File: src/hdl/diag_irq_map.svh
// Purpose: offsets, field positions, reset values and fixed codes
// Assumes: included by bare name
// Notes: definitions only
`ifndef DIAG_IRQ_MAP_SVH
`define DIAG_IRQ_MAP_SVH

// Register offsets on the plain port
`define REG_CTRL 8'h00
`define REG_CHAN_CNT 8'h04
`define REG_STATUS 8'h08
`define REG_MASK 8'h0c
`define REG_INFO 8'h10

// Control fields
`define CTRL_ENH_BIT 0
`define CTRL_RST 8'h00
`define CHAN_CNT_RST 8'h00
`define MASK_RST 8'h00

// Status and mask fields
`define ST_DIAG_BIT 0
`define ST_HW_BIT 1
`define ST_OVWR_BIT 2
`define ST_LOST_BIT 3
`define ST_WIDTH 4

// Section geometry in bytes
`define SECT_MAX_LEN 5'd20
`define SECT_DIAG_LEN 5'd20
`define SECT_HW_LEN 5'd8
`define SECT_HDR_LEN 5
`define SECT_START_PLAIN 8'd9
`define SECT_START_ENH 8'd16
`define CHAN_ENTRY_LEN 8'd3

// Header byte codes at x+1
`define KIND_CODE_NONE 8'h00
`define KIND_CODE_DIAG 8'h01
`define KIND_CODE_HW 8'h02

// Base module fixed values
`define BASE_SLOT 8'h02
`define EXT_X5_FIXED 8'h1b
`define EXT_X9_CHAN_LEN 8'h08
`define EXT_X10_FIXED 8'h08
`define CMP_CLASS_CODE 4'hb

// Channel error type for fault-reporting expansion module
`define CHAN_ERR_EXT_FAULT 5'h1a

`endif

File: src/hdl/diag_irq_pkg.sv
// Purpose: shared types of the interrupt section builder
// Assumes: nothing
// Notes: numbers live in diag_irq_map.svh
package diag_irq_pkg;
   typedef enum logic [1:0] {
      KIND_NONE,
      KIND_DIAG,
      KIND_HW
   } irq_kind_t;
endpackage

File: src/hdl/diag_interrupt_section_builder.sv
// Purpose: builds the interrupt section of the slave diagnosis frame
// Assumes: event inputs come from logic on sys_clk, one-cycle pulses
// Notes: section bytes read out through a registered byte port
`timescale 1ns/1ps
`include "diag_irq_map.svh"

module diag_interrupt_section_builder
   import diag_irq_pkg::*;
#(
   // Identity byte of the base module and width of the entry count
   parameter logic [7:0] BASE_MODULE_ID = 8'h5a, // Arbitrary value
   parameter int CHAN_CNT_W = 8
) (
   input wire logic sys_clk,
   input wire logic rst_n,
   // Register port
   input wire logic [7:0] reg_addr,
   input wire logic [31:0] reg_wdata,
   input wire logic reg_wr,
   input wire logic reg_rd,
   output logic [31:0] reg_rdata,
   output logic irq,
   // Static configuration
   input wire logic layout_extended,
   // Diagnostic interrupt request
   input wire logic diag_req,
   input wire logic [7:0] diag_slot,
   input wire logic diag_from_fault_module, // Source is the fault-reporting expansion module
   input wire logic [127:0] diag_record,
   // Base module fault sources
   input wire logic base_general_err,
   input wire logic base_internal_err,
   input wire logic base_ext_cfg_err,
   input wire logic base_unreachable,
   input wire logic base_load_volt_err,
   input wire logic base_not_param,
   input wire logic base_param_err,
   input wire logic base_supply_low,
   input wire logic expansion_module_unaddressable,
   // Hardware interrupt request
   input wire logic hw_req,
   input wire logic [7:0] hw_slot,
   input wire logic [31:0] hw_info,
   // Frame side
   input wire logic [4:0] sect_rd_idx,
   output logic [7:0] sect_rd_data,
   output logic [7:0] sect_start,
   output logic [4:0] sect_len,
   output logic [1:0] sect_kind,
   output logic sect_valid,
   output logic [4:0] chan_err_type,
   output logic chan_err_valid
);

   // Section layout at the frame port, byte x+n
   // x+0 length in bytes, 20 for a diagnosis, 8 for hardware
   // x+1 kind code, 01 diagnostic and 02 hardware
   // x+2 slot number of the source
   // x+3 running count of accepted interrupts
   // Diagnosis from slot 02: base flags at x+4, the rest fixed
   // Diagnosis from any other slot: the sixteen record bytes
   // Hardware interrupt: four info bytes, x+4 to x+7
   // Bytes at or past the length read as zero

   // Reset release through two flops
   // Assertion acts at once; release waits two edges so that no
   // flop leaves reset a cycle ahead of its neighbours
   logic rst_meta;
   logic rst_sync;

   always_ff @(posedge sys_clk or negedge rst_n) begin
      if (!rst_n) begin
         rst_meta <= 1'b0;
         rst_sync <= 1'b0;
      end else begin
         rst_meta <= 1'b1;
         rst_sync <= rst_meta;
      end
   end

   // Section store and bookkeeping
   // Twenty bytes is the whole section, so nothing longer can be built
   logic [7:0] sect [0:19];
   logic [7:0] seq_num;
   irq_kind_t kind;

   // Software state
   // Control, count and mask written over the plain port and read back in their implemented bits only; status is set by events
   logic enh_en;
   logic [CHAN_CNT_W-1:0] chan_cnt;
   logic [`ST_WIDTH-1:0] status;
   logic [`ST_WIDTH-1:0] mask;

   // Base module byte x+4 in extended layout, a one marks a fault
   // Bits 0 to 4 general, internal, outside configuration,
   // unreachable modules and load voltage; bit 5 unused;
   // bit 6 module not parameterised, bit 7 parameter error
   function automatic logic [7:0] ext_flags();
      logic [7:0] f;
      f = 8'h00;
      f[0] = base_general_err;
      f[1] = base_internal_err;
      f[2] = base_ext_cfg_err;
      f[3] = base_unreachable;
      f[4] = base_load_volt_err;
      f[6] = base_not_param;
      f[7] = base_param_err;
      ext_flags = f;
   endfunction

   // Base module byte x+4 in compact layout, a one marks a fault
   // Bit 0 malfunction, bit 2 outside fault, bit 4 load supply,
   // bit 7 parameter error; bits 1, 3, 5 and 6 unused
   function automatic logic [7:0] cmp_flags();
      logic ext;
      logic load;
      logic malf;
      logic [7:0] f;
      ext = expansion_module_unaddressable;
      load = base_load_volt_err;
      // Low supply alone, or both outside faults together
      malf = base_supply_low | (ext & load);
      f = 8'h00;
      f[0] = malf;
      f[2] = ext;
      f[4] = load;
      f[7] = base_param_err;
      cmp_flags = f;
   endfunction

   // Start offset of the section in the frame
   // Enhanced frames push it behind the channel entries; the sum
   // wraps past byte 255, so counts above 79 are meaningless
   function automatic logic [7:0] start_of(
      input logic enh,
      input logic [CHAN_CNT_W-1:0] cnt
   );
      logic [15:0] off;
      off = 16'(`SECT_START_ENH) + 16'(cnt) * 16'(`CHAN_ENTRY_LEN);
      // Plain frames start right after the module diagnosis
      if (enh) begin
         start_of = off[7:0];
      end else begin
         start_of = `SECT_START_PLAIN;
      end
   endfunction

   // Diagnosis wins a tie; the hardware event is counted as lost
   // Only one interrupt fits a frame, and the diagnosis carries
   // more state, so the cheaper event gives way
   logic take_diag;
   logic take_hw;
   logic is_base;

   assign take_diag = diag_req;
   assign take_hw = hw_req & ~diag_req;
   // Only slot 02 gets the base module layouts
   assign is_base = (diag_slot == `BASE_SLOT);

   // Section contents; every new interrupt rebuilds all twenty bytes
   // Costs a wide write, but bytes that a shorter section leaves
   // behind can never show a stale value
   always_ff @(posedge sys_clk or negedge rst_sync) begin
      if (!rst_sync) begin
         for (int i = 0; i < 20; i++) begin
            sect[i] <= 8'h00;
         end
      end else if (take_diag) begin
         // Clear first so stale bytes never leak
         for (int i = 0; i < 20; i++) begin
            sect[i] <= 8'h00;
         end
         sect[0] <= {3'b000, `SECT_DIAG_LEN};
         sect[1] <= `KIND_CODE_DIAG;
         sect[2] <= diag_slot;
         sect[3] <= seq_num;
         if (is_base && layout_extended) begin
            sect[4] <= ext_flags();
            sect[5] <= `EXT_X5_FIXED;
            sect[8] <= BASE_MODULE_ID;
            sect[9] <= `EXT_X9_CHAN_LEN;
            sect[10] <= `EXT_X10_FIXED;
            // x+6, x+7 and x+11 on stay zero
         end else if (is_base) begin
            sect[4] <= cmp_flags();
            sect[5] <= {4'h0, `CMP_CLASS_CODE};
            // Upper nibble of x+5 is unassigned
         end else begin
            // Record byte i lands at x+4+i
            for (int i = 0; i < 16; i++) begin
               sect[`SECT_HDR_LEN - 1 + i] <= diag_record[8*i +: 8];
            end
         end
      end else if (take_hw) begin
         for (int i = 0; i < 20; i++) begin
            sect[i] <= 8'h00;
         end
         sect[0] <= {3'b000, `SECT_HW_LEN};
         sect[1] <= `KIND_CODE_HW;
         sect[2] <= hw_slot;
         sect[3] <= seq_num;
         // Info byte i lands at x+4+i; x+8 on stay zero
         for (int i = 0; i < 4; i++) begin
            sect[4 + i] <= hw_info[8*i +: 8];
         end
      end
   end

   // Kind, length and sequence number of the held interrupt
   // Length is four header bytes plus the payload of the kind
   // The count wraps from ff to 00; a poller only needs to see it move
   always_ff @(posedge sys_clk or negedge rst_sync) begin
      if (!rst_sync) begin
         kind <= KIND_NONE;
         sect_len <= 5'd0;
         seq_num <= 8'h00;
      end else if (take_diag) begin
         kind <= KIND_DIAG;
         sect_len <= `SECT_DIAG_LEN;
         seq_num <= seq_num + 8'h01;
      end else if (take_hw) begin
         kind <= KIND_HW;
         sect_len <= `SECT_HW_LEN;
         seq_num <= seq_num + 8'h01;
      end
   end

   assign sect_kind = kind;

   // Section position follows the live configuration
   // A new channel count moves a held section too, so software
   // rereads the offset after changing the count
   // Valid rises with the event itself, in the same cycle as the kind
   always_ff @(posedge sys_clk or negedge rst_sync) begin
      if (!rst_sync) begin
         sect_start <= `SECT_START_PLAIN;
         sect_valid <= 1'b0;
      end else begin
         sect_start <= start_of(enh_en, chan_cnt);
         sect_valid <= (kind != KIND_NONE) | take_diag | take_hw;
      end
   end

   // Channel error type for the fault-reporting expansion module
   // Held until the next diagnosis; hardware events leave it alone
   always_ff @(posedge sys_clk or negedge rst_sync) begin
      if (!rst_sync) begin
         chan_err_type <= 5'h00;
         chan_err_valid <= 1'b0;
      end else if (take_diag) begin
         // Type 11010 marks an external process fault
         chan_err_valid <= diag_from_fault_module;
         chan_err_type <= diag_from_fault_module ? `CHAN_ERR_EXT_FAULT : 5'h00;
      end
   end

   // Byte readout; index past the length reads zero
   // A master that sweeps all twenty bytes then never sees old data
   // The first guard keeps indices 20 to 31 off the end of the store
   always_ff @(posedge sys_clk or negedge rst_sync) begin
      if (!rst_sync) begin
         sect_rd_data <= 8'h00;
      end else if (sect_rd_idx < `SECT_MAX_LEN) begin
         sect_rd_data <= (sect_rd_idx < sect_len) ? sect[sect_rd_idx] : 8'h00;
      end else begin
         sect_rd_data <= 8'h00;
      end
   end

   // Register map on the plain port
   // 00 control, bit 0 enables enhanced diagnosis
   // 04 number of channel entries ahead of the section
   // 08 event status, cleared by its own read
   // 0c interrupt mask, same layout as status
   // 10 info: kind, length, count and start offset

   // Control and mask writes
   always_ff @(posedge sys_clk or negedge rst_sync) begin
      if (!rst_sync) begin
         enh_en <= 1'b0;
         chan_cnt <= CHAN_CNT_W'(`CHAN_CNT_RST);
         mask <= `ST_WIDTH'(`MASK_RST);
      end else if (reg_wr) begin
         case (reg_addr)
            `REG_CTRL: enh_en <= reg_wdata[`CTRL_ENH_BIT];
            `REG_CHAN_CNT: chan_cnt <= reg_wdata[CHAN_CNT_W-1:0];
            `REG_MASK: mask <= reg_wdata[`ST_WIDTH-1:0];
            // Unmapped offsets and the read-only words drop the write
            default: ;
         endcase
      end
   end

   // Sticky events; a set in the clearing cycle survives the clear
   // Bit 0 diagnosis taken, bit 1 hardware taken, bit 2 held
   // interrupt overwritten, bit 3 hardware lost to a diagnosis
   logic [`ST_WIDTH-1:0] events;
   logic [`ST_WIDTH-1:0] next_status;
   logic st_clr;

   always_comb begin
      events = '0;
      events[`ST_DIAG_BIT] = take_diag;
      events[`ST_HW_BIT] = take_hw;
      events[`ST_OVWR_BIT] = (take_diag | take_hw) & (kind != KIND_NONE);
      events[`ST_LOST_BIT] = diag_req & hw_req;
   end

   assign st_clr = reg_rd && (reg_addr == `REG_STATUS);

   // Next status, shared by the register and the interrupt pin
   always_comb begin
      next_status = (st_clr ? '0 : status) | events;
   end

   always_ff @(posedge sys_clk or negedge rst_sync) begin
      if (!rst_sync) begin
         status <= '0;
      end else begin
         status <= next_status;
      end
   end

   // Level interrupt while any unmasked bit stands
   // Taken from the next status so the pin keeps pace with the
   // register instead of trailing it by a cycle
   always_ff @(posedge sys_clk or negedge rst_sync) begin
      if (!rst_sync) begin
         irq <= 1'b0;
      end else begin
         irq <= |(next_status & mask);
      end
   end

   // Read data one cycle after the strobe, zero otherwise
   // Zero outside the answer cycle keeps an OR of read buses clean
   // Reading status also clears it, in the sticky logic above
   always_ff @(posedge sys_clk or negedge rst_sync) begin
      if (!rst_sync) begin
         reg_rdata <= 32'h0000_0000;
      end else if (reg_rd) begin
         case (reg_addr)
            `REG_CTRL: reg_rdata <= 32'(enh_en);
            `REG_CHAN_CNT: reg_rdata <= 32'(chan_cnt);
            `REG_STATUS: reg_rdata <= 32'(status);
            `REG_MASK: reg_rdata <= 32'(mask);
            `REG_INFO: reg_rdata <= {6'h00, kind, 3'b000, sect_len, seq_num, sect_start};
            default: reg_rdata <= 32'h0000_0000; // Unmapped reads zero
         endcase
      end else begin
         reg_rdata <= 32'h0000_0000;
      end
   end

endmodule

File: config.mk
export PLATFORM = sky130hd
export DESIGN_NAME = diag_interrupt_section_builder
export DESIGN_NICKNAME = d
export VERILOG_FILES = /design/src/hdl/diag_irq_pkg.sv /design/src/hdl/diag_interrupt_section_builder.sv
export VERILOG_INCLUDE_DIRS = /design/src /design/src/hdl
export SDC_FILE = /design/constraint.sdc
export NUM_CORES = 1
export LEC_CHECK = 0
export BUFFER_PORTS_ARGS = -buffer_cell sky130_fd_sc_hd__buf_2
export CAP_MARGIN = 40
export CELL_PAD_IN_SITES_DETAIL_PLACEMENT = 1
export CELL_PAD_IN_SITES_GLOBAL_PLACEMENT = 1
export CORE_MARGIN = 5
export CORE_UTILIZATION = 43
export CTS_CLUSTER_SIZE = 20
export DETAILED_ROUTE_END_ITERATION = 12
export HOLD_SLACK_MARGIN = 0.15
export PLACE_DENSITY_LB_ADDON = 0.05
export SLEW_MARGIN = 20
export SYNTH_ARGS = -nofsm -noshare
export SYNTH_HDL_FRONTEND = slang
export SYNTH_SLANG_ARGS = --single-unit
File: constraint.sdc
create_clock -name sys_clk -period 15.9 [get_ports sys_clk]
set_input_delay 1.59 -clock sys_clk [delete_from_list [all_inputs] [get_ports sys_clk]]
set_output_delay 1.59 -clock sys_clk [all_outputs]
set_load 0.05 [all_outputs]
Word-level counts from Yosys, hierarchy flattened:

Index checks and enable logic that the tools add are counted.

* bits in registers: 244
* input bits: 238

* add/sub/neg operators: 2
* multipliers: 1
* order comparisons: 3
* equality and inequality tests: 5
* multiplexer cells: 24
* bitwise logic cells: 12
* reduce and logical (&&, ||, !) cells: 9

Operators by type and width (count)
* $mux W160: 2
* $pmux W26 S5: 1
* $mux W112: 1
* $mux W72: 1
* $mux W8: 7
* $mux W16: 3
* $bmux W8 S5: 1
* $mux W26: 1
* $mux W24: 1
* $eq A8 B4 Y1 const B: 2
* $mux W5: 3
* $add A5 B8 Y8 const A: 1
* $add A8 B1 Y8 const B: 1
* $eq A8 B2 Y1 const B: 1
* $eq A8 B3 Y1 const B: 1
* $eq A8 B5 Y1 const B: 1
* $logic_not A8 Y1: 1
* $mul A8 B2 Y8 const B: 1
* $ge A6 B6 Y1 const B: 1
* $not A5 Y6: 1
* $reduce_and A2 Y1: 3
* $lt A5 B5 Y1: 1
* $lt A5 B5 Y1 const B: 1
* $and A1 B1 Y1: 4
* 9 further kinds: 15

Logic depth before layout (Yosys ltp):

* depth after elaboration: 7
* gate-level depth with buffers: 8
* depth with buffers taken out: 8

Worst setup path after synthesis:

Ideal clock, no wire load.

* path kind: input-to-reg
* start: in reg_addr[4]
* end: reg irq
* arrival time: 3.110 ns
* required time: 15.774 ns
* slack: 12.664 ns
* stages: 5
* cells stage by stage: or3_1 buf_6 or4b_4 o2bb2ai_2 a221o_1

* cells in the longest elaborated chain, start to end: 6

Ends and longest elaborated chain
* start, declared: RTL line diag_interrupt_section_builder.sv:17 `input wire logic [7:0] reg_addr,`
* $eq A8 B4 Y1 (no line)
* $logic_and A1 B1 Y1: RTL line diag_interrupt_section_builder.sv:309 `` assign st_clr = reg_rd && (reg_addr == `REG_STATUS); ``
* $mux W4: RTL line diag_interrupt_section_builder.sv:313 `next_status = (st_clr ? '0 : status) | events;`
* $or A4 B4 Y4: RTL line diag_interrupt_section_builder.sv:313
* via next_status[2]: RTL line diag_interrupt_section_builder.sv:298 `` logic [`ST_WIDTH-1:0] next_status; ``
* $and A4 B4 Y4: RTL line diag_interrupt_section_builder.sv:331 `irq <= |(next_status & mask);`
* $reduce_or A4 Y1: RTL line diag_interrupt_section_builder.sv:331
* end signal, assigned: RTL line diag_interrupt_section_builder.sv:331
* end, declared: RTL line diag_interrupt_section_builder.sv:22 `output logic irq,`

The timed path passes the listed nets, and every way through them passes these cells.
A chain may end at the register's enable or synchronous reset.

Worst setup path after layout:

* start: in diag_req
* end: reg sect[17] in the netlist's numbering

* cells in the longest elaborated chain, start to end: 3

Ends and longest elaborated chain
* start, declared: RTL line diag_interrupt_section_builder.sv:26 `input wire logic diag_req,`
* $not A1 Y1: RTL line diag_interrupt_section_builder.sv:156 `assign take_hw = hw_req & ~diag_req;`
* $and A1 B1 Y1: RTL line diag_interrupt_section_builder.sv:156
* $reduce_bool A2 Y1 (no line)
* end signal, assigned by index: RTL line diag_interrupt_section_builder.sv:191 `` sect[`SECT_HDR_LEN - 1 + i] <= diag_record[8*i +: 8]; ``
* end signal, assigned by index: RTL line diag_interrupt_section_builder.sv:204 `sect[4 + i] <= hw_info[8*i +: 8];`
* end, declared: RTL line diag_interrupt_section_builder.sv:83 `logic [7:0] sect [0:19];`

Several ways; a longest one is shown, not always the timed one.

==> flow_summary.json <==
{
  "max_slew_margin": 0.4339,
  "core_um2": 23260,
  "drv_cap": 0,
  "timing.final.crit_share": 0.2371,
  "place_inst": 1384,
  "path_delay_family": "buffers and inverters",
  "worstSetupPathDepth": 7,
  "io_pins": 301,
  "hold_viol_final": 0,
  "via_count": 7837,
  "ant_nets": 0,
  "crit_type": "in2reg",
  "clockRootBuffer": "clkbuf_16",
  "grt_pass1_vias": 8408,
  "cts_tree": "yes",
  "p_leak_nw": 6.107,
  "cts_setup_buffers": 0,
  "rows": 56,
  "ctsResizeCount": 0,
  "synth_edf_count": 0,
  "skew_ns": 0.01138,
  "async_reset_ff_frac": 1.000,
  "slowest_delay_ns": 0.84,
  "antenna_found_initial": 10,
  "maxSlewViolCount": 0,
  "drc": 0,
  "area_delta_synth_final_pct": 23.13,
  "initial_utilization": 0.4315,
  "drt-initial-drc-count": 470,
  "yosysUniqueCellTypes": 62,
  "die_area_um2": 26500,
  "clk_path_buf_depth": 3,
  "drive_gt1_frac": 0.3382,
  "gp_congestion": 0.8505,
  "gr-total-overflow": 0,
  "path_cells": "buf_2 -> buf_4 -> clkinv_1 -> nor2_4 -> buf_4 -> buf_16 -> a22o_1",
  "numPortBuffers": 261,
  "slowest_stage": "clkinv_1",
  "dr.pass1.iters": 6,
  "syn-instance-count": 859,
  "final_net_count": 1344,
  "yosys_warnings": 0,
  "yosysSeqAreaShare": 0.5237,
  "tns_ns": 0,
  "critPathRequiredTime_ns": 16.35,
  "die_x_um": 162.8,
  "cpMostUsedCell": "buf_4",
  "grt_use_total": 0.2236,
  "cts_buffers": 24,
  "start_kind": "input pin",
  "status": "complete, no violations",
  "worstMarginPinSlew_ns": 0.8492,
  "syn-cell-area_um2": 10040,
  "path_clk_slew_ns": 0.06,
  "avgSynthCellArea_um2": 11.69,
  "arrival_ns": 4.21,
  "post-place-ws_ns": 11.60,
  "wl_um": 30090,
  "htreeDepth": 1,
  "cts_hold_buf": 0,
  "grt_max_degree": 81,
  "finalSetupViolations": 0,
  "cellPowerDensity_nw_per_um2": 110.7,
  "cp_num_buf_inv": 5,
  "ys_seq_elements": 210,
  "crit_fanout": 80,
  "hp-class": "reg2async",
  "grt_first_pass_wirelength_um": 47100,
  "vias_per_cell": 5.477,
  "rsz0062_at_grt": "false",
  "clock_latency_ns": 0.52,
  "dp_hpwl_um": 21880,
  "fin_crit_ns": 3.770,
  "fmax_mhz": 265.3,
  "clock-sinks": 210,
  "reg2reg_depth": 6,
  "synthFlopType": "dfrtp_1",
  "final_cells": 1431,
  "routedWlPerCell_um": 21.03,
  "ir_drop_mv": 0.06983,
  "die_h_um": 162.8,
  "fin_ws_ns": 12.13,
  "critPathCaptureType": "register"
}
## synthesized netlist by cell type, drive strengths merged, types with 3 or more instances
| master | instances | area (um^2) |
|---|---|---|
| nor2 | 10 | 37.54 |
| xnor2 | 8 | 70.07 |
| a222oi | 3 | 30.03 |
| nand3 | 29 | 145.1 |
| inv | 25 | 93.84 |
| a22o | 94 | 823.3 |
| a211oi | 9 | 67.56 |
| mux2 | 34 | 382.9 |
| dfrtp | 208 | 5205 |
| o31a | 3 | 26.28 |
| nor2b | 12 | 75.07 |
| o21ai | 50 | 250.2 |
| a21oi | 19 | 95.09 |
| and2 | 16 | 100.1 |
| nor3 | 9 | 45.04 |
| mux4 | 21 | 473.0 |
| a32o | 4 | 40.04 |
| a221oi | 3 | 26.28 |
| a31oi | 7 | 43.79 |
| ha | 14 | 175.2 |
| nor4b | 3 | 26.28 |
| nand2 | 69 | 261.5 |
| a22oi | 4 | 30.03 |
| nand2b | 5 | 31.28 |
| buf | 42 | 277.8 |
| o22ai | 18 | 112.6 |
| nor4 | 5 | 46.29 |
| o211ai | 3 | 22.52 |
| clkbuf | 42 | 157.7 |
| and3 | 5 | 31.28 |
| mux2i | 48 | 480.5 |
## metrics by stage
stage	hold WS (ns)	power, mW	area (um^2)	util
floorplan	0.3312	0.7692	10090	-
global placement	0.3362	0.8414	11450	0.4922
detailed placement	0.2864	0.8526	11610	0.4990
CTS	0.2882	1.383	12350	0.5307
global route	0.3005	1.431	12360	0.5313
finish	0.2662	1.368	12360	0.5314
## final timing paths
check / slack (ns) / from / to
worst max-delay path: 12.13 / diag_req / sect[17]
worst min-delay path: 0.27 / rst_sync / sect[96]
worst max register to register: 13.76 / chan_cnt[3] / sect_start[7]
worst min register to register: 0.27 / rst_sync / sect[96]
max in group asynchronous: 14.46 / rst_sync / chan_cnt[7]
min in group sys_clk: 0.35 / rst_meta / rst_sync
## cell usage in the layout (no fill, tap or decap), types with 19 or more instances in the layout
cell type and n:
mux4_2 21, nand3_1 29, a21oi_1 19, mux2_2 34, buf_2 260, clkbuf_16 25, nand2_1 68, o21ai_0 50
inv_1 25, mux2i_1 48, dfrtp_1 207, a22o_1 94
## cell families after synthesis
kind of cell             Yosys count  synth area share
flip-flops                       210            0.5237
AND/OR/NAND/NOR                  176           0.09049
XOR/XNOR                           9          0.007853
other                              2         0.0007481
adder cells (fa/ha/maj)           15           0.01944
AO/OA/AOI/OAI                    234            0.1715
multiplexers                     103            0.1331
buffers and inverters            110           0.05310
## worst reg2reg max path: cells and delay by family (launching register included)
kind	cells	cell delay (ns)
DFF	1	0.44
AOI/OAI and AO/OA	4	1.01
adders and majority gates	2	0.61
## cell type report
cell class / instances / area (um^2)
fill: 2566 / 10900
sequential: 210 / 5261
multi-input combinational: 553 / 4315
timing repair buffer: 276 / 1534
clock buffer: 39 / 728.2
tap: 319 / 399.1
inverter: 26 / 97.59
antenna: 6 / 15.01
clock inverter: 2 / 10.01
## flip-flops by register name, indices dropped and copies added, names as in the netlist
name and cells:
irq 1, sect_rd_data 8, sect_valid 1, chan_cnt 8, rst_sync 1, enh_en 1
sect_start 8, mask 4, status 4, rst_meta 1, sect_kind 1, sect 145
chan_err_type 1, reg_rdata 18, seq_num 8
## report_power, final
group | internal (mW) | switching (mW)
Sequential | 0.584 | 0.0391
Combinational | 0.0954 | 0.123
Clock | 0.310 | 0.217
## per-layer routing
layer / track usage / vias to the layer above / wire length, um
met5: 0 / - / 38
met4: 0.05376 / 8 / 537
met3: 0.04429 / 45 / 1589
met2: 0.3834 / 191 / 15290
met1: 0.2940 / 3956 / 12630
li1: - / 3637 / -
Note: power is estimated with default switching activity, not from simulation.
